===== config.mk =====
export PLATFORM = sky130hd
export DESIGN_NAME = pibc_decoder
export DESIGN_NICKNAME = d
export VERILOG_FILES = /design/src/include/pibc_pkg.sv /design/src/core/pibc_decoder.sv
export VERILOG_INCLUDE_DIRS = /design/src /design/src/include
export SDC_FILE = /design/constraint.sdc
export NUM_CORES = 1
export LEC_CHECK = 0
export BUFFER_PORTS_ARGS = -buffer_cell sky130_fd_sc_hd__buf_2
export CAP_MARGIN = 20
export CORE_MARGIN = 3
export CORE_UTILIZATION = 45
export CTS_CLUSTER_SIZE = 25
export DETAILED_ROUTE_END_ITERATION = 8
export GPL_TIMING_DRIVEN = 0
export PLACE_DENSITY = 0.7
export SLEW_MARGIN = 20
export SYNTH_ARGS = -nofsm -noshare
export SYNTH_HDL_FRONTEND = slang
export SYNTH_SLANG_ARGS = --single-unit

===== constraint.sdc =====
create_clock -name mclk -period 4.5 [get_ports mclk]
set_input_delay 0 -clock mclk [delete_from_list [all_inputs] [get_ports mclk]]
set_output_delay 0 -clock mclk [all_outputs]
set_load 0.02 [all_outputs]

===== src/include/pibc_params.svh =====
// constants for the port transfer and program control decoder
`ifndef PIBC_PARAMS_SVH
`define PIBC_PARAMS_SVH
// ----------------------------------------
// opcode patterns (17-bit instruction words)
// ----------------------------------------
`define PIBC_OP_PORT_MEM 4'hc
`define PIBC_OP_PORT_ACC 5'h1d
`define PIBC_OP_VECTOR_CALL 9'h1fd
`define PIBC_OP_JCC 6'h20
`define PIBC_OP_CCC 6'h21
`define PIBC_OP_JIND 6'h22
`define PIBC_OP_CIND 6'h23
`define PIBC_OP_RET 17'h1ffff
`define PIBC_OP_INTERRUPT_RETURN 17'h1fffe
// ----------------------------------------
// field positions
// ----------------------------------------
`define PIBC_MEM_DIR_BIT 12
`define PIBC_SHORT_PORT_MSB 11
`define PIBC_SHORT_PORT_LSB 8
`define PIBC_STRING_BIT 10
`define PIBC_ACC_SEL_MSB 9
`define PIBC_ACC_SEL_LSB 8
`define PIBC_LONG_PORT_MSB 7
`define PIBC_LONG_PORT_LSB 2
`define PIBC_ACC_DIR_BIT 1
`define PIBC_ACC_INV_BIT 0
`define PIBC_NOT_BIT 10
`define PIBC_CC_MSB 9
`define PIBC_CC_LSB 5
`define PIBC_RX_MSB 4
`define PIBC_RX_LSB 2
// ----------------------------------------
// vector page, stack pointer, reset values
// ----------------------------------------
`define PIBC_VECTOR_PAGE 8'h7f
`define PIBC_PC_RESET 16'h0000
`define PIBC_SP_RESET 16'h0000
// ----------------------------------------
// condition codes
// ----------------------------------------
`define PIBC_CC_Z 5'h00
`define PIBC_CC_S 5'h01
`define PIBC_CC_C 5'h02
`define PIBC_CC_B 5'h03
`define PIBC_CC_A 5'h04
`define PIBC_CC_G 5'h05
`define PIBC_CC_E 5'h06
`define PIBC_CC_O 5'h07
`define PIBC_CC_RC 5'h08
`define PIBC_CC_RA 5'h09
`define PIBC_CC_RE 5'h0a
`define PIBC_CC_REZ 5'h0b
`define PIBC_CC_RLZ 5'h0c
`define PIBC_CC_L 5'h0d
`define PIBC_CC_TF1 5'h10
`define PIBC_CC_TF2 5'h11
`define PIBC_CC_TAG 5'h12
`define PIBC_CC_IN1 5'h13
`define PIBC_CC_IN2 5'h14
`define PIBC_CC_UNC 5'h15
`define PIBC_CC_XS 5'h18
`define PIBC_CC_XZ 5'h19
`define PIBC_CC_XG 5'h1a
`endif


===== src/include/pibc_pkg.sv =====
// types for the port transfer and program control decoder
package pibc_pkg;
	typedef struct packed {
		logic zero_flag;
		logic sign_flag;
		logic carry_flag;
		logic overflow_flag;
		logic reg_compare_carry_flag;
		logic reg_compare_zero_flag;
		logic test_flag_one;
		logic test_flag_two;
		logic tag_bit;
		logic input_status_one;
		logic input_status_two;
		logic extended_sign_flag;
		logic extended_zero_flag;
	} pibc_flags_s;

	typedef struct packed {
		logic valid;
		logic write;
		logic [5:0] addr;
		logic [15:0] data;
	} pibc_port_s;

	typedef enum logic [2:0] {
		PIBC_ST_FETCH,
		PIBC_ST_OPERAND,
		PIBC_ST_PUSH,
		PIBC_ST_POP,
		PIBC_ST_PORT_RD
	} pibc_state_e;
endpackage


===== src/core/pibc_decoder.sv =====
// decode and execute of port transfers and program control
//
// Chosen here: the plain strobed port and the register addresses.
`timescale 1ns/1ps
`default_nettype none
`include "pibc_params.svh"
module pibc_decoder import pibc_pkg::*; (
	input wire logic mclk,
	input wire logic nrst,
	input wire logic [16:0] instr_word,
	input wire logic instr_valid,
	input wire logic irq_req,
	input wire logic [7:0] irq_vector,
	input wire logic [15:0] acc_rd_data,
	input wire logic [15:0] aux_reg_value,
	input wire logic [15:0] mem_rd_data,
	input wire logic [15:0] port_rd_data,
	input wire pibc_flags_s status_in,
	input wire logic status_load,
	output logic instr_ack,
	output logic [15:0] pc,
	output logic [15:0] stack_pointer_reg,
	output logic [1:0] accumulator_select,
	output logic acc_wr,
	output logic [15:0] acc_wr_data,
	output logic mem_rd,
	output logic mem_wr,
	output logic [15:0] mem_addr_sel,
	output logic [15:0] mem_wr_data,
	output logic mem_from_mode,
	output pibc_port_s port_req,
	output logic xfer_status_upd,
	output logic alu_status_upd,
	output logic string_mode,
	output logic irq_ack,
	output pibc_flags_s flags
);
	// ----------------------------------------
	// condition evaluation
	// ----------------------------------------
	function automatic logic cond_raw(input logic [4:0] cc, input pibc_flags_s f,
			input logic [15:0] rx);
		case (cc)
			`PIBC_CC_Z: cond_raw = f.zero_flag;
			`PIBC_CC_S: cond_raw = f.sign_flag;
			`PIBC_CC_C: cond_raw = f.carry_flag;
			`PIBC_CC_B: cond_raw = !f.zero_flag && !f.carry_flag;
			`PIBC_CC_A: cond_raw = !f.zero_flag && f.carry_flag;
			`PIBC_CC_G: cond_raw = !f.sign_flag && !f.zero_flag;
			`PIBC_CC_E: cond_raw = f.zero_flag && !f.overflow_flag;
			`PIBC_CC_O: cond_raw = f.overflow_flag;
			`PIBC_CC_RC: cond_raw = f.reg_compare_carry_flag;
			`PIBC_CC_RA: cond_raw = !f.reg_compare_zero_flag && f.reg_compare_carry_flag;
			`PIBC_CC_RE: cond_raw = f.reg_compare_zero_flag;
			`PIBC_CC_REZ: cond_raw = (rx == 16'h0000);
			`PIBC_CC_RLZ: cond_raw = rx[15];
			`PIBC_CC_L: cond_raw = !f.zero_flag && f.sign_flag;
			`PIBC_CC_TF1: cond_raw = f.test_flag_one;
			`PIBC_CC_TF2: cond_raw = f.test_flag_two;
			`PIBC_CC_TAG: cond_raw = f.tag_bit;
			`PIBC_CC_IN1: cond_raw = f.input_status_one;
			`PIBC_CC_IN2: cond_raw = f.input_status_two;
			`PIBC_CC_UNC: cond_raw = 1'b1;
			`PIBC_CC_XS: cond_raw = f.extended_sign_flag;
			`PIBC_CC_XZ: cond_raw = f.extended_zero_flag;
			`PIBC_CC_XG: cond_raw = !f.extended_sign_flag && !f.extended_zero_flag;
			default: cond_raw = 1'b0;
		endcase
	endfunction

	// reserved codes never taken whatever the invert bit says
	function automatic logic cond_legal(input logic [4:0] cc, input logic is_call);
		case (cc)
			5'h0e, 5'h0f, 5'h16, 5'h17: cond_legal = 1'b0;
			`PIBC_CC_REZ, `PIBC_CC_RLZ: cond_legal = !is_call;
			default: cond_legal = (cc <= `PIBC_CC_XG);
		endcase
	endfunction

	// program counter step only; the stack pointer steps are written out inline
	function automatic logic [15:0] word_inc(input logic [15:0] w);
		word_inc = w + 16'h0001;
	endfunction

	// ----------------------------------------
	// decode of the current word
	// ----------------------------------------
	logic [16:0] iw;
	logic is_port_mem;
	logic is_port_acc;
	logic is_vector_call;
	logic is_jcc;
	logic is_ccc;
	logic is_jind;
	logic is_cind;
	logic is_ret;
	logic is_interrupt_return;
	logic cond_true;
	logic [15:0] pc_plus1;
	pibc_state_e state;
	logic [15:0] target_hold;
	logic pend_call;
	logic pend_taken;
	logic pend_port_dir;
	// port form kept so the second cycle never depends on the word still standing
	logic pend_port_mem;

	assign iw = instr_word;
	assign is_port_mem = (iw[16:13] == `PIBC_OP_PORT_MEM);
	assign is_port_acc = (iw[16:12] == `PIBC_OP_PORT_ACC) && iw[11];
	assign is_vector_call = (iw[16:8] == `PIBC_OP_VECTOR_CALL);
	assign is_ret = (iw == `PIBC_OP_RET);
	assign is_interrupt_return = (iw == `PIBC_OP_INTERRUPT_RETURN);
	assign is_jcc = (iw[16:11] == `PIBC_OP_JCC);
	assign is_ccc = (iw[16:11] == `PIBC_OP_CCC);
	assign is_jind = (iw[16:11] == `PIBC_OP_JIND);
	assign is_cind = (iw[16:11] == `PIBC_OP_CIND);
	assign pc_plus1 = word_inc(pc);
	// invert bit flips the tested sense
	assign cond_true = cond_legal(iw[`PIBC_CC_MSB:`PIBC_CC_LSB], is_ccc)
		&& (cond_raw(iw[`PIBC_CC_MSB:`PIBC_CC_LSB], flags, aux_reg_value)
		^ iw[`PIBC_NOT_BIT]);

	// ----------------------------------------
	// latched status flags
	// ----------------------------------------
	always_ff @(posedge mclk) begin
		if (!nrst) begin
			flags <= '0;
		end else if (status_load) begin
			flags <= status_in;
		end
	end

	// ----------------------------------------
	// sequencer
	// ----------------------------------------
	always_ff @(posedge mclk) begin
		if (!nrst) begin
			state <= PIBC_ST_FETCH;
			pc <= `PIBC_PC_RESET;
			stack_pointer_reg <= `PIBC_SP_RESET;
			target_hold <= 16'h0000;
			pend_call <= 1'b0;
			pend_taken <= 1'b0;
			pend_port_dir <= 1'b0;
			pend_port_mem <= 1'b0;
			instr_ack <= 1'b0;
			accumulator_select <= 2'h0;
			acc_wr <= 1'b0;
			acc_wr_data <= 16'h0000;
			mem_rd <= 1'b0;
			mem_wr <= 1'b0;
			mem_addr_sel <= 16'h0000;
			mem_wr_data <= 16'h0000;
			mem_from_mode <= 1'b0;
			port_req <= '0;
			xfer_status_upd <= 1'b0;
			alu_status_upd <= 1'b0;
			string_mode <= 1'b0;
			irq_ack <= 1'b0;
		end else begin
			instr_ack <= 1'b0;
			acc_wr <= 1'b0;
			mem_rd <= 1'b0;
			mem_wr <= 1'b0;
			mem_from_mode <= 1'b0;
			port_req.valid <= 1'b0;
			xfer_status_upd <= 1'b0;
			alu_status_upd <= 1'b0;
			irq_ack <= 1'b0;
			case (state)
				PIBC_ST_FETCH: begin
					if (irq_req) begin
						// interrupt entry pushes pc itself, not pc + 1 as a vector call does, then loads the vector the same way
						irq_ack <= 1'b1;
						target_hold <= {`PIBC_VECTOR_PAGE, irq_vector};
						state <= PIBC_ST_PUSH;
						stack_pointer_reg <= stack_pointer_reg + 16'h0001;
						mem_wr <= 1'b1;
						mem_addr_sel <= stack_pointer_reg + 16'h0001;
						mem_wr_data <= pc;
					end else if (instr_valid) begin
						instr_ack <= 1'b1;
						if (is_port_mem) begin
							port_req.addr <= {2'b00,
								iw[`PIBC_SHORT_PORT_MSB:`PIBC_SHORT_PORT_LSB]};
							pc <= pc_plus1;
							pend_port_mem <= 1'b1;
							if (iw[`PIBC_MEM_DIR_BIT]) begin
								// write: memory word first, port next cycle
								mem_rd <= 1'b1;
								mem_from_mode <= 1'b1;
								pend_port_dir <= 1'b1;
							end else begin
								port_req.valid <= 1'b1;
								port_req.write <= 1'b0;
								pend_port_dir <= 1'b0;
							end
							state <= PIBC_ST_PORT_RD;
						end else if (is_port_acc) begin
							// full 6-bit port space
							port_req.addr <= iw[`PIBC_LONG_PORT_MSB:`PIBC_LONG_PORT_LSB];
							accumulator_select <= iw[`PIBC_ACC_SEL_MSB:`PIBC_ACC_SEL_LSB];
							string_mode <= iw[`PIBC_STRING_BIT];
							pc <= pc_plus1;
							if (iw[`PIBC_ACC_DIR_BIT]) begin
								port_req.valid <= 1'b1;
								port_req.write <= 1'b1;
								port_req.data <= acc_rd_data;
								xfer_status_upd <= 1'b1;
							end else begin
								port_req.valid <= 1'b1;
								port_req.write <= 1'b0;
								pend_port_dir <= 1'b0;
								pend_port_mem <= 1'b0;
								state <= PIBC_ST_PORT_RD;
							end
						end else if (is_vector_call) begin
							// single word, second cycle loads vector
							target_hold <= {`PIBC_VECTOR_PAGE, iw[7:0]};
							stack_pointer_reg <= stack_pointer_reg + 16'h0001;
							mem_wr <= 1'b1;
							mem_addr_sel <= stack_pointer_reg + 16'h0001;
							mem_wr_data <= pc_plus1;
							state <= PIBC_ST_PUSH;
						end else if (is_jcc || is_ccc) begin
							pend_call <= is_ccc;
							pend_taken <= cond_true;
							pc <= pc_plus1;
							state <= PIBC_ST_OPERAND;
						end else if (is_jind) begin
							accumulator_select <= iw[9:8];
							pc <= acc_rd_data;
						end else if (is_cind) begin
							accumulator_select <= iw[9:8];
							target_hold <= acc_rd_data;
							stack_pointer_reg <= stack_pointer_reg + 16'h0001;
							mem_wr <= 1'b1;
							mem_addr_sel <= stack_pointer_reg + 16'h0001;
							mem_wr_data <= pc_plus1;
							state <= PIBC_ST_PUSH;
						end else if (is_ret || is_interrupt_return) begin
							// same path serves vector-call returns
							mem_rd <= 1'b1;
							mem_addr_sel <= stack_pointer_reg;
							state <= PIBC_ST_POP;
						end else begin
							pc <= pc_plus1;
						end
					end
				end
				PIBC_ST_OPERAND: begin
					if (instr_valid) begin
						instr_ack <= 1'b1;
						if (pend_taken && pend_call) begin
							target_hold <= iw[15:0];
							stack_pointer_reg <= stack_pointer_reg + 16'h0001;
							mem_wr <= 1'b1;
							mem_addr_sel <= stack_pointer_reg + 16'h0001;
							mem_wr_data <= pc_plus1;
							state <= PIBC_ST_PUSH;
						end else begin
							pc <= pend_taken ? iw[15:0] : pc_plus1;
							state <= PIBC_ST_FETCH;
						end
					end
				end
				PIBC_ST_PUSH: begin
					pc <= target_hold;
					state <= PIBC_ST_FETCH;
				end
				PIBC_ST_POP: begin
					// a return landing on a return is not guarded
					pc <= mem_rd_data;
					stack_pointer_reg <= stack_pointer_reg - 16'h0001;
					state <= PIBC_ST_FETCH;
				end
				PIBC_ST_PORT_RD: begin
					if (pend_port_dir) begin
						port_req.valid <= 1'b1;
						port_req.write <= 1'b1;
						port_req.data <= mem_rd_data;
						xfer_status_upd <= 1'b1;
					end else if (pend_port_mem) begin
						mem_wr <= 1'b1;
						mem_from_mode <= 1'b1;
						mem_wr_data <= port_rd_data;
						xfer_status_upd <= 1'b1;
					end else begin
						acc_wr <= 1'b1;
						acc_wr_data <= port_rd_data;
						alu_status_upd <= 1'b1;
					end
					state <= PIBC_ST_FETCH;
				end
				default: state <= PIBC_ST_FETCH;
			endcase
		end
	end
endmodule
`default_nettype wire


==> results of run 1 <==
==> synth_stat cells (14+ instances only) <==
master,count,share of area
a21oi_1,87,0.049
nor2_1,109,0.047
nand3_1,29,0.016
clkbuf_1,70,0.030
buf_2,25,0.014
mux2i_1,30,0.034
a22oi_1,29,0.025
nor3_1,29,0.016
o211ai_1,16,0.014
nand2b_1,19,0.014
a311oi_1,21,0.021
a211oi_1,28,0.024
xor2_1,15,0.015
nand2_1,75,0.032
and3_1,14,0.010
nand4_1,15,0.011
dfxtp_1,150,0.34
a22o_1,25,0.025
xnor2_1,22,0.022
o21ai_0,52,0.030
==> power groups by stage <==
stage | combinational (uW) | clock [uW] | sequential, uW
2_1_floorplan | 702 | 0 | 1700
3_3_place_gp | 1240 | 0 | 1590
3_5_place_dp | 1240 | 0 | 1590
4_1_cts | 1290 | 1370 | 1560
5_1_grt | 1410 | 1420 | 1590
6_report | 1320 | 1360 | 1570
==> per-layer routing <==
| layer | vias up | wire, um | GRT usage | part of all wire |
|---|---|---|---|---|
| li1 | 4700 | - | - | - |
| met2 | 577 | 15500 | 0.496 | 0.43 |
| met1 | 4832 | 15300 | 0.436 | 0.43 |
| met5 | - | 11 | 0 | 0.00031 |
| met3 | 86 | 3980 | 0.0928 | 0.11 |
| met4 | 2 | 1220 | 0.119 | 0.034 |
==> metrics by stage <==
| stage | instance area [sq um] | total power (uW) | setup slack, ps | instances |
|---|---|---|---|---|
| after floorplan | 8800 | 2400 | 2260 | 1089 |
| after global placement | 10200 | 2830 | 1740 | 1574 |
| after detailed placement | 10200 | 2840 | 1720 | 1574 |
| after CTS | 11300 | 4220 | 1620 | 1660 |
| after global routing | 11300 | 4420 | 1330 | 1660 |
| final | 11300 | 4250 | 1430 | 1661 |
==> cell type report <==
type	instances	area, sq um
Antenna cell	1	2.50
Buffer	107	455
Clock buffer	18	439
Clock inverter	14	113
Fill cell	1784	7610
Inverter	16	60.1
Multi-Input combinational cell	816	5280
Sequential cell	150	3000
Tap cell	260	325
Timing Repair Buffer	279	1670
==> worst max path at each step <==
stage / startpoint / slack, ps / to / cells past startpoint
2_1_floorplan: pc[0] / 2260 / pc[12] / 7
3_3_place_gp: pc[0] / 1740 / pc[12] / 7
3_5_place_dp: pc[0] / 1720 / pc[12] / 7
4_1_cts: state[2] / 1620 / target_hold[4] / 7
5_1_grt: pc[0] / 1330 / pc[10] / 7
6_report: state[2] / 1430 / target_hold[4] / 7
==> worst reg2reg max path: stages, from the launching register on <==
cell           delay [ps]
dfxtp_1               320
buf_2                 180
nor3b_4               510
clkbuf_1              510
clkbuf_1              560
a22oi_1               190
dlygate4sd3_1         610
a21oi_1               120
==> what timing repair did <==
action	in CTS	in global routing
endpoints found under the setup margin	0	0
hold buffers	54	0
hold endpoints to repair	66	0
==> logic make-up (layout without fill, tap and decap cells) <==
kind of cell | after synthesis | count (layout) | synth area share
AOI/OAI and AO/OA | 378 | 378 | 0.308
xor gates and xnor gates | 37 | 37 | 0.0368
adders and majority gates | 3 | 3 | 0.00427
buffers and inverters | 123 | 434 | 0.0586
DFF | 150 | 150 | 0.341
muxes | 33 | 33 | 0.0380
other | 0 | 1 | 0
and+or+nand+nor | 365 | 365 | 0.213
==> results.py, run 1 <==
metrics = {
    "outcome": {
        "status": "finished clean",
    },
    "final_layout": {
        "finalNetCount": 1497,
        "largest_register_ffs": 24,
        "utilization": 0.598,
        "mostFrequentLayoutCell": "buf_2",
        "drive_above_1_share": 0.232,
        "largest-register": "port_req",
        "areaGrowthSynthToFinish_pct": 28.9,
        "layout_common_cells": "buf_2, dfxtp_1, nor2_1",
    },
    "timing": {
        "holdWs_ps": 15.9,
        "max_slew_margin": 0.434,
        "rsz0062_at_grt": "false",
        "hold_violations": 0,
        "fin_crit_sh": 0.681,
        "finClkSkew_ps": 8.87,
        "setup_viol": 0,
        "max_freq_mhz": 326,
        "setup_tns_ps": 0,
        "worst_pin_slew_ps": 850,
        "slew_viol_final": 0,
        "fin_crit_ps": 3070,
    },
    "power": {
        "intPower_uw": 2670,
        "ir_drop_mv": 0.262,
        "power.share.clock": 0.320,
        "cellPowerDensity_nw_per_um2": 375,
        "p_sw_uw": 1580,
        "comb_power_share": 0.310,
        "power_frac_seq": 0.369,
        "p_leak_uw": 0.00464,
        "switching_share": 0.371,
    },
    "min_path": {
        "hold_path_class": "primary input to flip-flop",
        "min-delay-start": "instr_word[4]",
        "worst_hold_path.endpoint": "port_req[18]",
        "whs_path_depth": 3,
    },
    "setup_path": {
        "cp_max_fo": 10,
        "r2r-end": "target_hold[4]",
        "critical-path-top-delay-family": "buffers and inverters",
        "critPathKind": "flip-flop to flip-flop",
        "reg2reg_from": "state[2]",
        "slowest_delay_ps": 610,
        "worst_path_most_repeated_cell": "clkbuf_1",
        "rrSetupSlack_ps": 1430,
        "ff2ff_path_depth": 7,
        "critPathSlowestCell": "dlygate4sd3_1",
        "cp_num_buf_inv": 4,
        "crit_chain": "buf_2 -> nor3b_4 -> clkbuf_1 -> clkbuf_1 -> a22oi_1 -> dlygate4sd3_1 -> a21oi_1",
        "critPathArrivalTime_ps": 3430,
        "crit_path_end_kind": "flip-flop",
        "cp-start-kind": "flip-flop",
        "crit_required_ps": 4860,
    },
    "route": {
        "wl_um": 36000,
        "vias": 10200,
        "vias_per_cell": 6.14,
        "routedWlPerCell_um": 21.7,
        "drt_iter0_markers": 1074,
        "drc": 0,
        "ant_nets": 0,
        "drt_pass1_iterations": 8,
    },
    "die": {
        "rows": 50,
        "ios": 235,
        "initial_core_util": 0.464,
        "die_w_um": 146,
        "die_area_sq_um": 21300,
        "core_sq_um": 19000,
        "fp.dieH_um": 146,
    },
    "run": {
        "maxCapViolations": 0,
    },
    "global_routing": {
        "grt_max_degree": 17,
        "grt_pass1_vias": 9562,
        "grt_pass1_wl_um": 54600,
        "grt_overflow": 0,
        "antenna_found_initial": 1,
        "grt_use_total": 0.324,
    },
    "place": {
        "port_buffers": 225,
        "globalplace.congestion": 0.985,
        "dpl.hpwl_um": 26900,
    },
    "cts": {
        "cts_tree": "yes",
        "numCtsBuffers": 17,
        "cts_sinks": 150,
        "htreeDepth": 4,
        "clock_path_buffers": 2,
        "cts_resized": 0,
        "cts_root_buffer": "clkbuf_16",
        "cts_setup_buffers": 0,
        "clk_latency_ps": 430,
        "clk_pin_slew_ps": 60,
    },
    "synthesis": {
        "syn-num-nets": 1199,
        "synthFlopType": "dfxtp_1",
        "ys_seq_area_frac": 0.341,
        "synthCells": 1089,
        "ys_ff_latch": 150,
        "synth_edf_count": 0,
        "synth-warning-count": 0,
        "async_flop_share": 0,
        "mappedNetlistArea_sq_um": 8800,
        "syn_area_per_cell_sq_um": 8.08,
        "ys_types": 88,
    },
}
Note: power is estimated with default switching activity, not from simulation.
==> run 2: changes to the inputs <==
Settings changed: ABC_AREA set to 1, PLACE_DENSITY 0.7 to 0.73.
Clock period 4.5 ns to 2.5 ns, I/O delays scaled along.
==> results.py, run 2 <==
metrics = {
    "setup_path": {
        "slowest_delay_ps": 570,
        "cp-start-kind": "primary input",
        "cp_max_fo": 10,
        "crit_required_ps": 2820,
        "critPathSlowestCell": "dlygate4sd3_1",
        "crit_chain": "dlygate4sd3_1 -> buf_4 -> inv_1 -> nor2_4 -> nand3_2 -> buf_4 -> clkbuf_1 -> o21ai_0 -> a211oi_1 -> dlygate4sd3_1 -> nor2_1",
        "crit_path_end_kind": "flip-flop",
        "critPathKind": "primary input to flip-flop",
        "critPathArrivalTime_ps": 2660,
    },
    "final_layout": {
        "largest_register_ffs": 24,
        "largest-register": "port_req",
        "areaGrowthSynthToFinish_pct": 33.4,
        "finalNetCount": 1784,
        "layout_common_cells": "buf_2, nand2_1, nor2_1",
        "mostFrequentLayoutCell": "buf_2",
        "drive_above_1_share": 0.199,
        "utilization": 0.618,
    },
    "timing": {
        "max_freq_mhz": 427,
        "hold_violations": 0,
        "worst_pin_slew_ps": 953,
        "slew_viol_final": 0,
        "fin_crit_sh": 0.936,
        "max_slew_margin": 0.365,
        "rsz0062_at_grt": "false",
        "finClkSkew_ps": 14.0,
        "setup_viol": 0,
        "setup_tns_ps": 0,
        "fin_crit_ps": 2340,
    },
    "synthesis": {
        "synth-warning-count": 0,
        "synth_top_family_by_area": "simple AND/OR/NAND/NOR gates",
        "ys_top_cells_by_area": "dfxtp_1, o21ai_0, nand2_1",
        "synth_compound_area_frac": 0.261,
        "synth_top_cell_area_share": 0.342,
        "synth-simple-area-share": 0.278,
        "ys_ff_latch": 150,
        "mappedNetlistArea_sq_um": 8780,
        "yosysMostFrequentCell": "nand2_1",
        "ys_types": 42,
        "async_flop_share": 0,
        "synth.top_cells.by_count": "nand2_1, nor2_1, o21ai_0, dfxtp_1, a21oi_1",
        "synth_xor_area_frac": 0.0249,
        "synthCells": 1338,
        "syn_area_per_cell_sq_um": 6.56,
        "muxShareOfSynthArea": 0,
        "syn-num-nets": 1448,
        "synthFlopType": "dfxtp_1",
        "ys_seq_area_frac": 0.342,
        "synth_top_area_cell": "dfxtp_1",
        "synth_edf_count": 0,
        "synth-adder-area-share": 0.00428,
    },
    "min_path": {
        "hold_path_class": "primary input to flip-flop",
    },
    "cts": {
        "clock_path_buffers": 2,
        "cts_setup_buffers": 0,
        "numCtsBuffers": 17,
        "cts_root_buffer": "clkbuf_16",
        "cts_tree": "yes",
        "cts_sinks": 150,
        "clk_latency_ps": 440,
        "clk_pin_slew_ps": 60,
        "htreeDepth": 4,
    },
    "die": {
        "fp.dieH_um": 146,
        "die_area_sq_um": 21200,
        "ios": 235,
        "rows": 50,
        "initial_core_util": 0.463,
        "core_sq_um": 19000,
        "die_w_um": 146,
    },
    "outcome": {
        "status": "finished clean",
    },
    "route": {
        "vias_per_cell": 5.64,
        "vias": 11000,
        "drt_iter0_markers": 1318,
        "wl_um": 38000,
        "routedWlPerCell_um": 19.5,
        "drt_pass1_iterations": 8,
        "drc": 0,
        "ant_nets": 0,
    },
    "global_routing": {
        "grt_pass1_wl_um": 57900,
        "grt_busiest_layer": "met2",
        "antenna_found_initial": 0,
        "grt.met1_usage": 0.444,
        "grt_use_total": 0.343,
        "grtUsageMet3": 0.0791,
        "grt_overflow": 0,
        "grt_use_met2": 0.546,
        "grt_pass1_vias": 10300,
        "grt_max_degree": 17,
    },
    "power": {
        "p_sw_uw": 3010,
        "power.share.clock": 0.323,
        "intPower_uw": 4830,
        "cellPowerDensity_nw_per_um2": 669,
        "comb_power_share": 0.314,
        "power_frac_seq": 0.363,
        "p_leak_uw": 0.00539,
        "ir_drop_mv": 0.506,
        "switching_share": 0.383,
    },
    "run": {
        "maxCapViolations": 0,
    },
    "place": {
        "dpl.hpwl_um": 28100,
        "port_buffers": 229,
        "globalplace.congestion": 1.03,
    },
}
run 2: changes by cell type in the layout (fill, tap and decap cells not counted), moves of 31 or more:
cell           previous run  this run
a21oi_1                  87       135
clkbuf_1                 70        39
dlygate4sd3_1            54        89
inv_1                    13       104
nand2_1                  75       227
nand3_1                  29        67
nor2_1                  109       185
o21ai_0                  52       173
run 2: through the flow:
stage	power (uW)	cells	hold WS, ps	instance area [sq um]	worst slack (ps)
2_1_floorplan	4330	1338	135	8780	642
3_3_place_gp	5140	1827	224	10300	223
3_5_place_dp	5150	1827	225	10300	241
4_1_cts	7760	1948	19.7	11700	32.8
5_1_grt	8180	1947	51.4	11700	4.14
6_report	7840	1948	35.0	11700	160
run 2: final timing paths:
check             startpoint               to  slack (ps)  depth (start not counted)
min           instr_word[10]     port_req[18]          40                          3
max            instr_word[8]   target_hold[5]         160                         11
min reg2reg  mem_addr_sel[4]  mem_addr_sel[4]         460                          2
max reg2reg         state[2]   target_hold[5]         200                          8
run 2: critical path: cells and delay by family:
family / cells / cell delay, ps
buf+inv: 6 / 2070
simple gates: 3 / 240
compound gates: 2 / 360
run 2: power by group through the flow:
stage | registers (uW) | clock network [uW] | logic, uW
floorplan | 3050 | 0 | 1280
global placement | 2880 | 0 | 2250
detailed placement | 2880 | 0 | 2260
CTS | 2840 | 2540 | 2390
global route | 2880 | 2630 | 2670
finish | 2850 | 2540 | 2460
run 2: logic make-up after synthesis:
family / Yosys count
DFF: 150
and+or+nand+nor: 563
xor gates and xnor gates: 25
adders and majority gates: 3
AOI/OAI and AO/OA: 407
buffers and inverters: 190
run 2: what timing repair did:
| action | CTS | global route |
|---|---|---|
| endpoints found under the setup margin | 0 | 3 |
| hold endpoints to repair | 73 | 0 |
| hold buffers | 89 | 0 |
| gates resized for setup | 0 | 4 |
run 2: layer usage:
metal,share of wire,vias to the layer above
met4,0.045,0
met1,0.40,4948
met2,0.45,693
met5,0,-
li1,-,5229
met3,0.11,124
run 2: cell type report:
cell class	count	area, sq um
plain buffers	70	347
multi-input cells	998	4990
flip-flops and latches	150	3000
diodes	1	2.50
clock buffers	17	425
fillers	1790	7240
well taps	260	325
inverters	119	447
repair buffers	318	2040
clock inverters	15	143
==> run 3: changes to the inputs <==
Settings changed: CORE_UTILIZATION 45 to 48, CTS_CLUSTER_SIZE 25 to 28, PLACE_DENSITY 0.73 to 0.77.
==> results.py, run 3 (synthesis results as in run 2) <==
metrics = {
    "final_layout": {
        "finalNetCount": 1779,
        "antennaDiodeCount": 0,
        "areaGrowthSynthToFinish_pct": 32.7,
        "mostFrequentLayoutCell": "buf_2",
        "utilization": 0.662,
        "drive_above_1_share": 0.199,
        "largest_register_ffs": 24,
        "largest-register": "port_req",
        "layout_common_cells": "buf_2, nand2_1, nor2_1",
    },
    "power": {
        "power_frac_seq": 0.360,
        "cellPowerDensity_nw_per_um2": 680,
        "ir_drop_mv": 0.519,
        "p_leak_uw": 0.00538,
        "intPower_uw": 4930,
        "p_sw_uw": 2990,
        "power.share.clock": 0.332,
        "comb_power_share": 0.308,
        "switching_share": 0.378,
    },
    "timing": {
        "finClkSkew_ps": 15.9,
        "setup_tns_ps": 0,
        "slew_viol_final": 0,
        "fin_crit_ps": 2390,
        "max_freq_mhz": 419,
        "hold_violations": 0,
        "setup_viol": 0,
        "worst_pin_slew_ps": 819,
        "fin_crit_sh": 0.955,
        "max_slew_margin": 0.454,
    },
    "die": {
        "rows": 48,
        "die_area_sq_um": 20000,
        "initial_core_util": 0.499,
        "fp.dieH_um": 141,
        "core_sq_um": 17600,
        "die_w_um": 141,
        "ios": 235,
    },
    "setup_path": {
        "r2r-end": "port_req[19]",
        "ff2ff_path_depth": 9,
        "crit_path_end_kind": "flip-flop",
        "rrSetupSlack_ps": 110,
        "cp-start-kind": "flip-flop",
        "reg2reg_from": "state[0]",
        "critPathArrivalTime_ps": 2710,
        "critPathKind": "flip-flop to flip-flop",
        "cp_max_fo": 9,
        "crit_required_ps": 2820,
    },
    "route": {
        "wl_met2_um": 17500,
        "wl_met3_um": 3910,
        "routedWlPerCell_um": 20.1,
        "vias": 11100,
        "drt_iter0_markers": 1078,
        "top_layer": "met4",
        "ant_nets": 0,
        "met1_length_um": 14900,
        "wl_um": 38300,
        "vias_per_cell": 5.82,
        "drt_pass1_iterations": 7,
        "drc": 0,
    },
    "cts": {
        "cts_root_buffer": "clkbuf_16",
        "numCtsBuffers": 17,
        "clock_path_buffers": 2,
        "cts_sinks": 150,
        "htreeDepth": 4,
        "clk_latency_ps": 430,
        "clk_pin_slew_ps": 60,
        "cts_tree": "yes",
        "cts_setup_buffers": 0,
    },
    "min_path": {
        "min-delay-start": "irq_vector[1]",
        "whs_path_depth": 5,
        "hold_path_class": "primary input to flip-flop",
        "worst_hold_path.endpoint": "target_hold[1]",
    },
    "global_routing": {
        "grt_max_degree": 17,
        "grt_use_total": 0.372,
        "antenna_found_initial": 0,
        "grt_pass1_vias": 10400,
        "grt_pass1_wl_um": 58100,
        "grt_overflow": 0,
    },
    "place": {
        "port_buffers": 229,
        "globalplace.congestion": 1.07,
        "dpl.hpwl_um": 28300,
    },
    "outcome": {
        "status": "finished clean",
    },
    "run": {
        "maxCapViolations": 0,
    },
}
[run 3: cell types whose count changed in the layout (fill, tap and decap cells not counted), sizes merged]
| cell | previous run | this run |
|---|---|---|
| clkinvlp | 3 | 4 |
| dlygate4sd3 | 89 | 85 |
| bufinv | 1 | 2 |
| inv | 119 | 120 |
| clkinv | 11 | 8 |
| diode | 1 | 0 |
| buf | 257 | 258 |
| clkbuf | 59 | 57 |
[run 3: layer usage]
layer,vias to the layer above,GRT usage
met4,0,0.176
met1,5011,0.474
met2,733,0.601
li1,5203,-
met3,152,0.0797
met5,-,0
[run 3: power groups by stage]
stage          Clock, uW  Combinational [uW]  Sequential (uW)
2_1_floorplan          0                1280             3050
3_3_place_gp           0                2250             2880
3_5_place_dp           0                2260             2880
4_1_cts             2650                2380             2840
5_1_grt             2740                2660             2870
6_report            2630                2440             2850
[run 3: worst max path at each step]
stage | start | cells after the start | to | slack (ps)
detailed placement | state[0] | 9 | mem_wr_data[11] | 380
global route | state[0] | 9 | port_req[16] | -20
global placement | pc[0] | 9 | pc[15] | 330
CTS | state[2] | 9 | target_hold[0] | 80
finish | state[0] | 9 | port_req[19] | 110
floorplan | pc[0] | 9 | pc[9] | 640
[run 3: final cells by class]
type | count | area (sq um)
Fill cell | 1598 | 5940
Multi-Input combinational cell | 998 | 4990
Sequential cell | 150 | 3000
Timing Repair Buffer | 314 | 2000
Inverter | 119 | 447
Clock buffer | 17 | 425
Buffer | 69 | 340
Tap cell | 225 | 282
Clock inverter | 15 | 169
[run 3: through the flow]
step	cells	power [uW]	worst slack (ps)	area [sq um]	hold WS (ps)
3_3_place_gp	1792	5130	330	10200	223
4_1_cts	1909	7860	76.2	11700	0.450
5_1_grt	1907	8270	-17.4	11700	43.6
3_5_place_dp	1792	5140	380	10200	229
6_report	1907	7920	113	11700	22.2
2_1_floorplan	1338	4330	642	8780	135
[run 3: what timing repair did]
item,4_1_cts,5_1_grt
gates resized for setup,0,2
endpoints found under the setup margin,0,3
endpoints found under the hold margin,68,0
hold buffers,85,0
[run 3: worst max-delay path, cell delays in order, from the launching register on]
cell and delay [ps]:
dfxtp_1 340, nor2_2 180, nand2_2 180, inv_2 210
nand2_2 140, nor2_4 200, inv_1 130, a221oi_1 260
dlygate4sd3_1 600, nor2_1 40
